==> config.mk <==
export PLATFORM = sky130hd
export DESIGN_NAME = adc_interface_status
export DESIGN_NICKNAME = d
export VERILOG_FILES = /design/src/pkg/ais_pkg.sv /design/src/design/ais_sync2.sv /design/src/design/adc_interface_status.sv
export VERILOG_INCLUDE_DIRS = /design/src /design/src/pkg
export SDC_FILE = /design/constraint.sdc
export NUM_CORES = 1
export LEC_CHECK = 0
export BUFFER_PORTS_ARGS = -buffer_cell sky130_fd_sc_hd__buf_2
export CELL_PAD_IN_SITES_DETAIL_PLACEMENT = 0
export CELL_PAD_IN_SITES_GLOBAL_PLACEMENT = 1
export CORE_MARGIN = 5
export CORE_UTILIZATION = 28
export CTS_CLUSTER_SIZE = 28
export DETAILED_ROUTE_END_ITERATION = 16
export PLACE_DENSITY_LB_ADDON = 0.1
export SLEW_MARGIN = 20
export SYNTH_ARGS = -nofsm -noshare
export SYNTH_HDL_FRONTEND = slang
export SYNTH_SLANG_ARGS = --single-unit
==> constraint.sdc <==
create_clock -name ref_clk_i -period 0.8 [get_ports ref_clk_i]
set_input_delay 0.08 -clock ref_clk_i [delete_from_list [all_inputs] [get_ports ref_clk_i]]
set_output_delay 0.08 -clock ref_clk_i [all_outputs]
set_load 0.005 [all_outputs]
==> src/pkg/ais_consts.svh <==
/*
 status register constants: offsets, bit positions, reset values.
 assumes inclusion by bare name from package and design files.
*/
`ifndef AIS_CONSTS_SVH
`define AIS_CONSTS_SVH
`define AIS_STATUS_ADDR 6'h00
`define AIS_STATUS_RESET 8'h10
`define AIS_BIT_READY_N 7
`define AIS_BIT_ERR 6
`define AIS_BIT_RSVD 5
`define AIS_BIT_POR 4
`define AIS_CH_MSB 3
`define AIS_CH_W 4
`define AIS_CH_RESET 4'h0
`define AIS_ERR_W 16
`define AIS_DATA_W 16
`endif

==> src/pkg/ais_pkg.sv <==
/*
 types shared by the status flag block.
 assumes ais_consts.svh is on the include path.
*/
`include "ais_consts.svh"
package ais_pkg;
    typedef logic [`AIS_CH_W-1:0] ais_chan_t;
    typedef logic [7:0] ais_status_t;
endpackage : ais_pkg

==> src/design/ais_sync2.sv <==
/*
 two-flop synchroniser for a level from outside the clock domain.
 assumes a single clock and active-low async reset.
*/
`timescale 1ns/1ps
module ais_sync2 (
    input wire logic ref_clk_i,
    input wire logic rst_n_i,
    input wire logic d_i,
    output logic q_o
);
    logic stage1;
    always_ff @(posedge ref_clk_i or negedge rst_n_i) begin
        if (!rst_n_i) begin
            stage1 <= 1'b0;
            q_o <= 1'b0;
        end else begin
            stage1 <= d_i;
            q_o <= stage1;
        end
    end
endmodule : ais_sync2

==> src/design/adc_interface_status.sv <==
/*
 low status flags of the converter status register: summary error, reset event,
 result channel index and the active-low data-ready flag.
 assumes the serial interface decodes reads and strobes status/data reads,
 and that converter, error register and serial interface share ref_clk_i.
 besides rst_n_i, the supply monitor is the only asynchronous input; it is synchronised here.
 limitation: a supply dip shorter than one clock period may be missed.
 status_o is a bundle of flops, so a read sees the flags of the previous edge.
*/
`timescale 1ns/1ps
`include "ais_consts.svh"
module adc_interface_status
    import ais_pkg::*;
(
    input wire logic ref_clk_i,
    input wire logic rst_n_i,
    input wire logic [`AIS_ERR_W-1:0] error_flags_i,
    input wire logic supply_low_i,
    input wire logic result_write_i,
    input wire logic [`AIS_DATA_W-1:0] result_data_i,
    input wire logic [`AIS_CH_W-1:0] result_channel_i,
    input wire logic reg_read_i,
    input wire logic [5:0] reg_addr_i,
    input wire logic data_read_i,
    output logic [7:0] status_o,
    output logic [`AIS_DATA_W-1:0] data_o,
    output logic fifo_main_err_o,
    output logic result_ready_n_o
);
    logic rst_meta;
    logic rst_sync_n;
    logic supply_low_s;
    logic supply_low_d;
    logic main_err;
    logic por_flag;
    ais_chan_t result_channel_index;
    logic result_ready_n;
    logic [`AIS_DATA_W-1:0] data_reg;
    logic status_read;
    logic supply_dip;

    // reset released through two flops; assertion stays asynchronous
    always_ff @(posedge ref_clk_i or negedge rst_n_i) begin
        if (!rst_n_i) begin
            rst_meta <= 1'b0;
            rst_sync_n <= 1'b0;
        end else begin
            rst_meta <= 1'b1;
            rst_sync_n <= rst_meta;
        end
    end

    // monitor pin crosses in through two flops before any logic reads it
    ais_sync2 u_supply_sync (
        .ref_clk_i(ref_clk_i),
        .rst_n_i(rst_sync_n),
        .d_i(supply_low_i),
        .q_o(supply_low_s)
    );

    always_ff @(posedge ref_clk_i or negedge rst_sync_n) begin
        if (!rst_sync_n) begin
            supply_low_d <= 1'b0;
        end else begin
            supply_low_d <= supply_low_s;
        end
    end

    // rising edge of the synchronised monitor marks one supply dip
    assign supply_dip = supply_low_s && !supply_low_d;

    assign status_read = reg_read_i && (reg_addr_i == `AIS_STATUS_ADDR);

    // error flag is a registered OR, so it drops on its own with the errors
    always_ff @(posedge ref_clk_i or negedge rst_sync_n) begin
        if (!rst_sync_n) begin
            main_err <= 1'b0;
            fifo_main_err_o <= 1'b0;
        end else begin
            main_err <= |error_flags_i;
            fifo_main_err_o <= |error_flags_i;
        end
    end

    // power-up comes in through reset; dips through the monitor edge
    always_ff @(posedge ref_clk_i or negedge rst_sync_n) begin
        if (!rst_sync_n) begin
            por_flag <= 1'b1;
        end else if (supply_dip) begin
            por_flag <= 1'b1; // set wins over read clear
        end else if (status_read) begin
            por_flag <= 1'b0;
        end
    end

    // one shared enable, so data and channel never describe different results
    always_ff @(posedge ref_clk_i or negedge rst_sync_n) begin
        if (!rst_sync_n) begin
            data_reg <= '0;
            result_channel_index <= `AIS_CH_RESET;
        end else if (result_write_i) begin
            data_reg <= result_data_i;
            result_channel_index <= result_channel_i;
        end
    end

    // reads low after reset so the status byte matches its reset value
    always_ff @(posedge ref_clk_i or negedge rst_sync_n) begin
        if (!rst_sync_n) begin
            result_ready_n <= 1'b0;
        end else if (result_write_i) begin
            result_ready_n <= 1'b0; // new result wins over read
        end else if (data_read_i) begin
            result_ready_n <= 1'b1;
        end
    end

    assign data_o = data_reg;
    assign result_ready_n_o = result_ready_n;

    always_comb begin
        status_o = 8'h00;
        status_o[`AIS_BIT_READY_N] = result_ready_n;
        status_o[`AIS_BIT_ERR] = main_err;
        status_o[`AIS_BIT_POR] = por_flag;
        status_o[`AIS_CH_MSB:0] = result_channel_index;
    end

    // assertions watch the internal flops and some output pins; the bench checks the pins
    chk_err_follows: assert property (@(posedge ref_clk_i) disable iff (!rst_sync_n)
        main_err == (|$past(error_flags_i)))
        else $error("summary error flag does not follow error bits");
    chk_err_copy: assert property (@(posedge ref_clk_i) disable iff (!rst_sync_n)
        main_err == fifo_main_err_o)
        else $error("fifo error copy differs");
    chk_err_autoclear: assert property (@(posedge ref_clk_i) disable iff (!rst_sync_n)
        (error_flags_i == '0) [*2] |-> !main_err)
        else $error("error flag did not clear");
    chk_por_dip_set: assert property (@(posedge ref_clk_i) disable iff (!rst_sync_n)
        supply_dip |=> por_flag)
        else $error("supply dip did not set reset flag");
    chk_por_read_clear: assert property (@(posedge ref_clk_i) disable iff (!rst_sync_n)
        (status_read && !supply_dip) |=> !por_flag)
        else $error("status read did not clear reset flag");
    chk_por_after_reset: assert property (@(posedge ref_clk_i)
        $rose(rst_sync_n) |-> por_flag)
        else $error("reset flag not one after reset");
    chk_chan_capture: assert property (@(posedge ref_clk_i) disable iff (!rst_sync_n)
        result_write_i |=> result_channel_index == $past(result_channel_i)
            && data_reg == $past(result_data_i))
        else $error("channel and data not captured together");
    chk_chan_hold: assert property (@(posedge ref_clk_i) disable iff (!rst_sync_n)
        !result_write_i |=> $stable(result_channel_index))
        else $error("channel field changed without a result");
    chk_ready_cycle: assert property (@(posedge ref_clk_i) disable iff (!rst_sync_n)
        result_write_i ##1 (data_read_i && !result_write_i) |=> result_ready_n)
        else $error("ready flag not restored by data read");
    chk_status_map: assert property (@(posedge ref_clk_i) disable iff (!rst_sync_n)
        status_o[`AIS_BIT_POR] == por_flag && status_o[`AIS_BIT_RSVD] == 1'b0)
        else $error("status layout wrong");

    // values seen at the first edge after reset is released
    chk_status_reset: assert property (@(posedge ref_clk_i)
        $rose(rst_sync_n) |-> status_o == `AIS_STATUS_RESET)
        else $error("status not at reset value after reset");
    chk_err_reset: assert property (@(posedge ref_clk_i)
        $rose(rst_sync_n) |-> !main_err && !fifo_main_err_o)
        else $error("error flags not zero after reset");
    chk_chan_reset: assert property (@(posedge ref_clk_i)
        $rose(rst_sync_n) |-> result_channel_index == `AIS_CH_RESET)
        else $error("channel field not zero after reset");

    // field layout and pin copies
    chk_chan_field: assert property (@(posedge ref_clk_i) disable iff (!rst_sync_n)
        status_o[`AIS_CH_MSB:0] == result_channel_index)
        else $error("channel field not the stored index");
    chk_ready_pin: assert property (@(posedge ref_clk_i) disable iff (!rst_sync_n)
        result_ready_n_o == status_o[`AIS_BIT_READY_N])
        else $error("ready output differs from status bit");
    chk_fifo_follows: assert property (@(posedge ref_clk_i) disable iff (!rst_sync_n)
        fifo_main_err_o == (|$past(error_flags_i)))
        else $error("fifo error copy does not follow error bits");

    // flags hold until their cause, and only their cause moves them
    chk_por_hold: assert property (@(posedge ref_clk_i) disable iff (!rst_sync_n)
        (!status_read && !supply_dip) |=> $stable(por_flag))
        else $error("reset flag changed without a cause");
    chk_por_other_addr: assert property (@(posedge ref_clk_i) disable iff (!rst_sync_n)
        (reg_read_i && (reg_addr_i != `AIS_STATUS_ADDR) && por_flag) |=> por_flag)
        else $error("read of another register cleared reset flag");
    chk_sync_order: assert property (@(posedge ref_clk_i) disable iff (!rst_sync_n)
        supply_low_d == $past(supply_low_s))
        else $error("supply edge detector out of step");
    chk_ready_set: assert property (@(posedge ref_clk_i) disable iff (!rst_sync_n)
        result_write_i |=> !result_ready_n)
        else $error("ready flag not low after new result");
    chk_ready_hold: assert property (@(posedge ref_clk_i) disable iff (!rst_sync_n)
        (!result_write_i && !data_read_i) |=> $stable(result_ready_n))
        else $error("ready flag changed without a cause");
    chk_data_hold: assert property (@(posedge ref_clk_i) disable iff (!rst_sync_n)
        !result_write_i |=> $stable(data_reg))
        else $error("data register changed without a result");

    cov_err_episode: cover property (@(posedge ref_clk_i) disable iff (!rst_sync_n)
        main_err ##[1:20] !main_err);
    cov_por_clear: cover property (@(posedge ref_clk_i) disable iff (!rst_sync_n)
        por_flag ##1 !por_flag);
    cov_ready_read: cover property (@(posedge ref_clk_i) disable iff (!rst_sync_n)
        !result_ready_n ##1 result_ready_n);
    cov_chan_15: cover property (@(posedge ref_clk_i) disable iff (!rst_sync_n)
        result_channel_index == 4'hf);
    cov_por_dip: cover property (@(posedge ref_clk_i) disable iff (!rst_sync_n)
        (supply_dip && !por_flag) ##1 por_flag);
endmodule : adc_interface_status

# After elaboration in Yosys (flattened, before gate mapping)
# Cells that the tools add are included.
dict set report totals {
  regBits 28
  out_inout_bits 26
  word_cells 21
  inputBits 48
}
dict set report classes {
  muxes 4
  reduce_logical 7
}
# operator n
set op_table {}
lappend op_table {{16-bit OR reduction} 1}
lappend op_table {{6-bit logical NOT} 1}
lappend op_table {{1-bit two-way mux} 4}
lappend op_table {{2-bit nonzero test} 2}
lappend op_table {{1-bit logical AND} 2}
lappend op_table {{1-bit logical NOT} 1}

# Logic depth before layout (Yosys ltp)
# Gate-level depths: netlist of the first run.
dict set report logic_depth {
  word_depth 4
  depth_mapped 2
}

# Cells and area by module
# From an unflattened synthesis of the first run, not the netlist that was laid out.
dict set report unflattened {
  hier_cells 68
  hier_area_um2 1131.1
}
# module area_each_um2 cells_per_inst instances
set modules_own_cells {}
lappend modules_own_cells {adc_interface_status 1081.0 66 1}
lappend modules_own_cells {ais_sync2 50.0 2 1}

# Least setup slack after synthesis of the first run
# Ideal clock, no wire load.
dict set report synth_timing {
  kind {register to register}
  start {register por_flag (netlist name)}
  end {register por_flag}
  n_path_buf 0
  slack_ns 0.022
  path_stages_with_launch 3
  arrival_time_ns 0.697
  required_time_ns 0.719
  period_less_slack_ns 0.778
  cell_sequence {dfstp_2 -> inv_1 -> o211ai_1}
}
# item line
set synth_lines {}
lappend synth_lines {{end signal: assignment} adc_interface_status.sv:88} ;# por_flag <= 1'b1;
lappend synth_lines {{end signal: assignment} adc_interface_status.sv:90} ;# por_flag <= 1'b1;
lappend synth_lines {{end signal: assignment} adc_interface_status.sv:92} ;# por_flag <= 1'b0;
lappend synth_lines {{end: declaration} adc_interface_status.sv:35} ;# logic por_flag;

# Worst setup path after layout of the first run
dict set report layout_timing {
  start {register por_flag}
  end {output port status_o[4]}
}
# item line
set layout_lines {}
lappend layout_lines {{end: declaration} adc_interface_status.sv:25} ;# output logic [7:0] status_o,
# No word-level cell between the ends.

==> results of run 1 <==
## power groups by stage
stage               Sequential, mW  Combinational (mW)  Clock [mW]
CTS                           1.60               0.515       0.899
global route                  1.62               0.548       0.937
global placement              1.63               0.499           0
detailed placement            1.63               0.506           0
finish                        1.60               0.502       0.848
floorplan                     1.64               0.215           0
## state kept, by name, summed over array words and instances, names as in the netlist
| register | flops |
|---|---|
| supply_low_d | 1 |
| data_o | 16 |
| u_supply_sync.q_o | 1 |
| u_supply_sync.stage1 | 1 |
| result_channel_index | 4 |
| main_err | 1 |
| result_ready_n_o | 1 |
| por_flag | 1 |
| rst_sync_n | 1 |
| rst_meta | 1 |
## final timing paths
check / slack [ps] / to / depth (start not counted) / from
hold reg to reg: 100 / supply_low_d / 0 / rst_sync_n
setup / recovery: -190 / status_o[4] / 1 / por_flag
min in group asynchronous: 100 / supply_low_d / 0 / rst_sync_n
hold / removal: 9 / main_err / 3 / error_flags_i[14]
max in group asynchronous: 320 / data_o[10] / 1 / rst_sync_n
setup reg to reg: -100 / por_flag / 3 / por_flag
## per-layer routing
layer	up-vias	track usage	routed length (um)
met5	-	0	0
met4	0	0.0423	26
met3	2	0.0274	257
met2	35	0.142	1180
met1	393	0.115	1070
li1	383	-	-
## timing repair
item / in CTS / in global routing
gates resized for setup: 0 / 0
setup buffers: 1 / 0
hold buffers: 2 / 0
hold endpoints to repair: 3 / 0
pin swaps: 1 / 0
setup endpoints to repair: 26 / 26
## final cells by class
class	instances	area (um^2)
multi-input combinational	33	373
timing repair buffer	79	443
fill	402	2330
tap	50	62.6
inverter	1	3.75
clock buffer	4	55.1
sequential	28	703
## worst register-to-register path, cell delays in order, from the launching register on
cell	delay, ps
dfstp_2	540
buf_4	100
inv_1	30
o211ai_1	160
## per-stage QoR
step / utilization / hold WS (ps)
3_5_place_dp: 0.392 / -130
6_report: 0.413 / 8.65
2_1_floorplan: - / -216
4_1_cts: 0.413 / 1.82
3_3_place_gp: 0.392 / -130
5_1_grt: 0.413 / 3.42
## kinds of logic (layout without fill, tap and decap cells)
group                  count (synthesis)  in the layout  synth area share
AOI/OAI and AO/OA                      2              2            0.0133
and+or+nand+nor                        9              9            0.0476
muxes                                 20             20             0.262
other                                  2              2           0.00664
buffers and inverters                  7             84            0.0498
DFF                                   28             28             0.621
## Yosys cell counts, drive strengths merged
cell	n	area, um^2
dfrtp	27	676
mux2	20	297
buf	6	52.6
nor4	4	25.0
conb	2	7.51
nor2	2	7.51
dfstp	1	26.3
inv	1	3.75
nand2b	1	6.26
nand4	1	6.26
nor4b	1	8.76
o211ai	1	7.51
o31ai	1	7.51
==> results.md, run 1 <==
* Status: finished, violations left
* Failing checks: setup timing
* Most frequent cells in the layout: 72 x buf_2, 26 x dfrtp_1, 19 x mux2_4
* Post-route ant nets at 0
* Share of cells above drive strength 1 at 0.710
* IO Pins at 74
* Die X at 73.6 um
* Sequential area share after synthesis at 0.621
* Most common cell after layout, fill and taps aside: buf_2
* Clock Power Share at 0.288
* Grt ovf at 0
* Rows at 23
* Cts bufs inserted at 3
* Ys Warns at 0
* Worst VDD drop at 0.654 mV
* # diodes at 0
* Psw at 0.643 mW
* Critical Path RT at 720 ps
* Tcrit/Tclk final at 1.24
* Average instance area after synthesis at 16.6 um^2
* CP Launch Type: register
* FMAX at 1010 MHz
* Hold crit path type: in -> reg
* Slew Limit Fails at 0
* TNS Setup at -1790 ps
* Initial antenna violation count at 0
* Distinct cell type count after synthesis at 15
* Worst path max stage delay at 540 ps
* H-tree Lvls at 1
* WP buf/inv at 1
* Placed cell area at 0.00156 mm^2
* Tmin final at 989 ps
* Die Area at 0.00541 mm^2
* Finished Layout Cells at 195
* Pwr Density at 1800 mW/mm^2
* Fin nets at 194
* Netlist Area Pre-Place at 0.00113 mm^2
* CP Capture Type: output port
* Via density at 4.17
* Hpwl dp at 2060 um
* First-pass GRT wire length at 3810 um
* CTS tree: done
* Clk_lat worst skew at 270 ps
* Clock Tree Root: clkbuf_8
* Critical path's top delay family: flip-flops
* DR DRC count at 0
* DR iter-0 viols at 15
* Die H at 73.6 um
* Area Overhead vs Synth at 45.0%
* CP max FO at 2
* Crit path cell chain: buf_2
* Final Cell Area at 0.00164 mm^2
* Final worst setup slack at -189 ps
* Placed cells at 188
* Vias in the first global route at 835
* Clock Sinks at 28
* Clock transition at the registers of the reported paths at 90 ps
* CP max stage cell: dfstp_2
* Final Setup Violations at 26
* Leak at 0.861 nW
* RePlAce Congestion at 0.693
* Final hold violation count at 0
* Pwr Total at 2.95 mW
* Synth Register Bits at 28
* Internal power at 2.31 mW
* Net Count, Synth at 116
* Flop pwr share at 0.542
* Sw Share at 0.218
* Setup Slack @ Placement at -36.9 ps
* Starting Density at 0.285
* Core area at 0.00397 mm^2
* Combinational Power Share at 0.170
* WL final at 2540 um
* Maxcap violations at 0
* IO buf count at 72
* DR vias at 813
* Mapped Cells at 68
* CTS Buffer Depth at 2
* All-Layer GR Usage at 0.0910
* Drt first pass iters at 2
* Unrepaired setup endpoints after global routing: yes
* Arrival time at the worst endpoint at 910 ps
* Drt wl/cell at 13.0 um
* Largest net degree at the start of global routing at 16
* Type of the worst setup path: reg -> out
* Clock Skew at 2.63 ps
No activity file was read; power rests on OpenSTA's default activity.
==> run 2: changes to the inputs <==
--- a/config.mk
+++ b/config.mk
@@ -9,11 +9,11 @@
 export BUFFER_PORTS_ARGS = -buffer_cell sky130_fd_sc_hd__buf_2
 export CELL_PAD_IN_SITES_DETAIL_PLACEMENT = 0
 export CELL_PAD_IN_SITES_GLOBAL_PLACEMENT = 1
-export CORE_MARGIN = 5
+export CORE_MARGIN = 2
 export CORE_UTILIZATION = 28
 export CTS_CLUSTER_SIZE = 28
 export DETAILED_ROUTE_END_ITERATION = 16
-export PLACE_DENSITY_LB_ADDON = 0.1
+export PLACE_DENSITY = 0.71
 export SLEW_MARGIN = 20
 export SYNTH_ARGS = -nofsm -noshare
 export SYNTH_HDL_FRONTEND = slang
==> results.md, run 2 (synthesis gave the netlist of run 1 again) <==
* Final Cell Area at 0.00164 mm^2 (-0.30%)
* Hold slack final at 16.2 ps (+7.57 ps)
* Maxcap violations at 0 (unchanged)
* Most common cell after layout, fill and taps aside: buf_2
* Critical path's top delay family: flip-flops
* CP max stage cell: dfstp_2
* Worst VDD drop at 0.634 mV (-3.1%)
* RePlAce Congestion at 0.654 (-5.6%)
* Combinational Power Share at 0.179 (+0.009)
* Clock Tree Root: clkbuf_8
* IO buf count at 72 (unchanged)
* Hpwl dp at 1860 um (-9.5%)
* Clk_lat worst skew at 260 ps (about the same)
* Type of the worst setup path: reg -> out
* Die H at 67.6 um (-8.2%)
* CP max FO at 2 (unchanged)
* Pwr Total at 2.85 mW (-3.4%)
* Hold crit path type: in -> reg
* Post-route ant nets at 0 (unchanged)
* Failing checks: setup timing
* Placed cell area at 0.00156 mm^2 (+0.32%)
* Max reg flops at 16 (unchanged)
* Initial antenna violation count at 0 (unchanged)
* Core area at 0.00394 mm^2 (-0.72%)
* Psw at 0.623 mW (-3.2%)
* Area Overhead vs Synth at 44.6%
* # diodes at 0 (unchanged)
* Drt first pass iters at 4 (+2)
* Tmin final at 972 ps (-16.8 ps)
* Clock Power Share at 0.260 (-0.028)
* Internal power at 2.23 mW (-3.5%)
* Cts bufs inserted at 3 (unchanged)
* Rows at 23 (unchanged)
* FMAX at 1030 MHz (+1.7%)
* Final hold violation count at 0 (unchanged)
* All-Layer GR Usage at 0.109 (+0.0179)
* Arrival time at the worst endpoint at 890 ps (-20 ps)
* Setup Slack @ Placement at -33.3 ps (+3.62 ps)
* DR vias at 805 (-0.98%)
* Clock transition at the registers of the reported paths at 90 ps (about the same)
* Tcrit/Tclk final at 1.22 (-0.0210)
* Share of cells above drive strength 1 at 0.701 (-0.00896)
* Final Setup Violations at 26 (unchanged)
* Largest net degree at the start of global routing at 27 (+11)
* Most frequent cells in the layout: 72 x buf_2, 26 x dfrtp_1, 19 x mux2_4
* Grt ovf at 0 (unchanged)
* CP Capture Type: output port
* CP Launch Type: register
* Die Area at 0.00456 mm^2 (-16%)
* First-pass GRT wire length at 3670 um (-3.6%)
* Finished Layout Cells at 194 (-0.51%)
* Vias in the first global route at 842 (+0.84%)
* WP buf/inv at 1 (unchanged)
* IO Pins at 74 (unchanged)
* FILL cells at 379 (-5.7%)
* Clock Sinks at 28 (unchanged)
* Clock Skew at 3.31 ps (+0.679 ps)
* Sw Share at 0.218 (+0.000520)
* Crit path cell chain: buf_2
* Final core occ at 0.415 (+0.00175)
* Leak at 0.854 nW (-0.72%)
* Flop pwr share at 0.561 (+0.019)
* CTS tree: done
* Critical Path RT at 720 ps (about the same)
* Slew Limit Fails at 0 (unchanged)
* Placed cells at 187 (-0.53%)
* DR iter-0 viols at 16 (+1)
* H-tree Lvls at 1 (unchanged)
* Drt wl/cell at 11.9 um (-8.4%)
* Worst path max stage delay at 530 ps (about the same)
* Pwr Density at 1740 mW/mm^2 (-3.1%)
* TNS Setup at -1700 ps (+87.6 ps)
* Starting Density at 0.287 (+0.00208)
* CTS Buffer Depth at 2 (unchanged)
* Die X at 67.6 um (-8.2%)
* Via density at 4.15 (-0.47%)
* Unrepaired setup endpoints after global routing: yes
* Status: finished, violations left
* Fin nets at 193 (-0.52%)
* WL final at 2310 um (-8.9%)
* DR DRC count at 0 (unchanged)
* Final worst setup slack at -172 ps (+16.8 ps)
run 2: changes by cell type in the layout (fill, tap and decap cells not counted):
cell	delta
buf_4	-2
buf_12	+1
clkbuf_1	+1
clkbuf_8	-1
run 2: path summary, 6_finish.rpt:
check	startpoint	end	slack [ps]	cells after the start
max in group asynchronous	rst_sync_n	por_flag	370	1
worst min register to register	rst_sync_n	main_err	210	1
min in group asynchronous	rst_n_i	rst_sync_n	120	2
worst min-delay path	error_flags_i[14]	main_err	20	3
worst max-delay path	por_flag	status_o[4]	-170	1
worst max register to register	por_flag	por_flag	-90	3
run 2: cell type report:
type,count,area (um^2),area share
well taps,50,62.6,0.0383
multi-input cells,33,373,0.228
clock buffers,4,45.0,0.0275
repair buffers,78,448,0.274
inverters,1,3.75,0.00230
flip-flops and latches,28,703,0.430
run 2: power groups by stage:
stage / clock network (mW) / logic (mW) / registers [mW]
floorplan: 0 / 0.215 / 1.64
global placement: 0 / 0.497 / 1.62
detailed placement: 0 / 0.514 / 1.62
CTS: 0.791 / 0.522 / 1.60
global route: 0.866 / 0.562 / 1.61
finish: 0.740 / 0.510 / 1.60
run 2: tightest hold or removal path: cells and delay by family:
kind | cells | cell delay, ps
buffers and inverters | 1 | 70
AND/OR/NAND/NOR | 2 | 100
run 2: timing repair:
action / 4_1_cts / 5_1_grt
setup buffers: 1 / 0
endpoints found under the hold margin: 3 / 0
gates resized for setup: 0 / 0
pin swaps: 1 / 0
endpoints found under the setup margin: 26 / 28
hold buffers: 2 / 0
run 2: routing by layer:
layer | GRT usage | wire length [um]
met1 | 0.138 | 946
met2 | 0.180 | 1150
met3 | 0.0267 | 206
met4 | 0.0383 | 10
met5 | 0 | 0
==> run 3: changes to the inputs <==
--- a/config.mk
+++ b/config.mk
@@ -6,6 +6,7 @@
 export SDC_FILE = /design/constraint.sdc
 export NUM_CORES = 1
 export LEC_CHECK = 0
+export ABC_AREA = 1
 export BUFFER_PORTS_ARGS = -buffer_cell sky130_fd_sc_hd__buf_2
 export CELL_PAD_IN_SITES_DETAIL_PLACEMENT = 0
 export CELL_PAD_IN_SITES_GLOBAL_PLACEMENT = 1
@@ -13,7 +14,7 @@
 export CORE_UTILIZATION = 28
 export CTS_CLUSTER_SIZE = 28
 export DETAILED_ROUTE_END_ITERATION = 16
-export PLACE_DENSITY = 0.71
+export PLACE_DENSITY = 0.72
 export SLEW_MARGIN = 20
 export SYNTH_ARGS = -nofsm -noshare
 export SYNTH_HDL_FRONTEND = slang
==> results.md, run 3 <==
* Netlist Area Pre-Place at 0.00118 mm^2 (+4.2%)
* Maxcap violations at 0 (unchanged)
* Placed cells at 208 (+11%)
* FMAX at 1020 MHz (-0.95%)
* Synth top area share at 0.573 (-0.0241)
* Mapped Cells at 88 (+29%)
* Final Setup Violations at 25 (-3.8%)
* Sequential area share after synthesis at 0.596 (-0.0250)
* Final hold violation count at 0 (unchanged)
* Cts bufs inserted at 3 (unchanged)
* IO Pins at 74 (unchanged)
* IO buf count at 72 (unchanged)
* Die Area at 0.00474 mm^2 (+4.0%)
* Clock Sinks at 28 (unchanged)
* Vias in the first global route at 856 (+1.7%)
* First-pass GRT wire length at 3550 um (-3.2%)
* Critical Path RT at 720 ps (about the same)
* Type of the worst setup path: reg -> out
* TNS Setup at -1860 ps (-157 ps)
* Unrepaired setup endpoints after global routing: yes
* DR vias at 867 (+7.7%)
* Worst Hold Path Cells at 2 (-1)
* Synth Register Bits at 28 (unchanged)
* Most numerous cell in the Yosys netlist: dfrtp_1
* Pwr Density at 1900 mW/mm^2 (+8.8%)
* Via density at 4.03 (-2.8%)
* Max reg flops at 16 (unchanged)
* Distinct cell type count after synthesis at 10 (-5)
* Final worst setup slack at -182 ps (-9.37 ps)
* Starting Density at 0.293 (+0.00565)
* Grt ovf at 0 (unchanged)
* Worst path max stage delay at 540 ps (about the same)
* Failing checks: setup timing
* Status: finished, violations left
* Async SR Flop Fraction at 1.00 (unchanged)
* Worst VDD drop at 0.740 mV (+17%)
* Clock Skew at 6.59 ps (+3.28 ps)
* Slew Limit Fails at 0 (unchanged)
* Pwr Total at 3.21 mW (+13%)
* Worst path depth at 1 (unchanged)
* Crit path cell chain: buf_2
* Placed cell area at 0.00159 mm^2 (+1.9%)
* Hold crit path type: in -> reg
* Share of cells above drive strength 1 at 0.630 (-0.0711)
* Synth top area cells: dfrtp_1 57%, mux2_4 24%, nor2_1 4.5%
* R2R cell count at 1 (-2)
* Clock transition at the registers of the reported paths at 100 ps (about the same)
* FILL cells at 401 (+5.8%)
* CP max FO at 2 (unchanged)
* Clk_lat worst skew at 270 ps (about the same)
* All-Layer GR Usage at 0.104 (-0.00499)
* Core area at 0.00403 mm^2 (+2.2%)
* Post-route ant nets at 0 (unchanged)
* Synth Flop Type: dfrtp_1
* Drt wl/cell at 11.3 um (-5.1%)
* Final Cell Area at 0.00169 mm^2 (+3.6%)
* Tcrit/Tclk final at 1.23 (+0.0117)
* Worst R2R Setup Slack at 20 ps (+110 ps)
* Leak at 0.918 nW (+7.4%)
* Hold slack final at 29.7 ps (+13.4 ps)
* Clock Tree Root: clkbuf_8
* DR iter-0 viols at 9 (-7)
* Most common cell after layout, fill and taps aside: buf_2
* Setup Slack @ Placement at -39.1 ps (-5.79 ps)
* Average instance area after synthesis at 13.4 um^2 (-19%)
* CP Launch Type: register
* Largest net degree at the start of global routing at 17 (-37%)
* Most frequent cells in the layout: 72 x buf_2, 26 x dfrtp_1, 19 x mux2_4
* Die H at 68.9 um (+2.0%)
* Biggest area consumer among synthesized cells: dfrtp_1
* CTS Buffer Depth at 2 (unchanged)
* EDFF count, synth at 0 (unchanged)
* H-tree Lvls at 1 (unchanged)
* WP buf/inv at 1 (unchanged)
* Area Overhead vs Synth at 43.7%
* DR DRC count at 0 (unchanged)
* CP Capture Type: output port
* Net Count, Synth at 136 (+17%)
* Reg-to-reg startpoint: data_o[7]
* Finished Layout Cells at 215 (+11%)
* R2r endpoint: data_o[7]
* RePlAce Congestion at 0.601 (-8.1%)
* Die X at 68.9 um (+2.0%)
* Most instantiated cells after synthesis: 27 x dfrtp_1, 19 x mux2_4, 14 x nor2_1, 12 x nand2_1, 6 x inv_1
* Tmin final at 982 ps (+9.37 ps)
* CP max stage cell: dfstp_2
* CTS tree: done
* Hold EP: data_o[11]
* Drt first pass iters at 2 (-2)
* # diodes at 0 (unchanged)
* Hold_sp: result_data_i[11]
* Initial antenna violation count at 0 (unchanged)
* Critical path's top delay family: flip-flops
* WL final at 2430 um (+5.2%)
* Ys Warns at 0 (unchanged)
* Hpwl dp at 1950 um (+4.8%)
* Arrival time at the worst endpoint at 900 ps (about the same)
* Final core occ at 0.420 (+0.00571)
* Rows at 23 (unchanged)
* Fin nets at 214 (+11%)
run 3: layout make-up:
cell class | count | area [um^2] | area share
clock inverter | 1 | 30.0 | 0.0177
multi-input combinational | 48 | 404 | 0.239
inverter | 6 | 22.5 | 0.0133
clock buffer | 3 | 41.3 | 0.0244
tap | 50 | 62.6 | 0.0369
timing repair buffer | 79 | 430 | 0.254
sequential | 28 | 703 | 0.415
run 3: report_power, final:
group	internal (mW)	total (mW)	leakage (nW)	switching, mW
sequential	1.53	1.60	0.323	0.0661
combinational	0.339	0.523	0.559	0.185
clock	0.669	1.09	0.0357	0.418
total	2.54	3.21	0.918	0.669
run 3: what timing repair did:
action	4_1_cts	5_1_grt
hold buffers	2	0
gates cloned	0	0
hold endpoints to repair	3	0
gates resized for setup	0	1
buffers inserted	0	1
endpoints found under the setup margin	25	26
pin swaps	0	0
run 3: worst max-delay path by stage:
stage | endpoint | slack [ps] | startpoint
finish | status_o[4] | -180 | por_flag
global route | status_o[4] | -210 | por_flag
CTS | status_o[4] | -190 | por_flag
detailed placement | data_o[7] | -40 | result_write_i
global placement | data_o[1] | -10 | result_write_i
floorplan | data_o[1] | 50 | data_o[1]
run 3: layer usage:
layer  track usage  part of all wire  routed length, um
met2         0.179              0.45               1100
met4        0.0441            0.0070                 17
met3        0.0227              0.11                262
met5             0                 0                  0
met1         0.125              0.43               1040
run 3: kinds of logic after synthesis:
group	Yosys count	share of synthesized area
buffers and inverters	12	0.0637
DFF	28	0.596
muxes	20	0.252
other	2	0.00637
and+or+nand+nor	26	0.0828
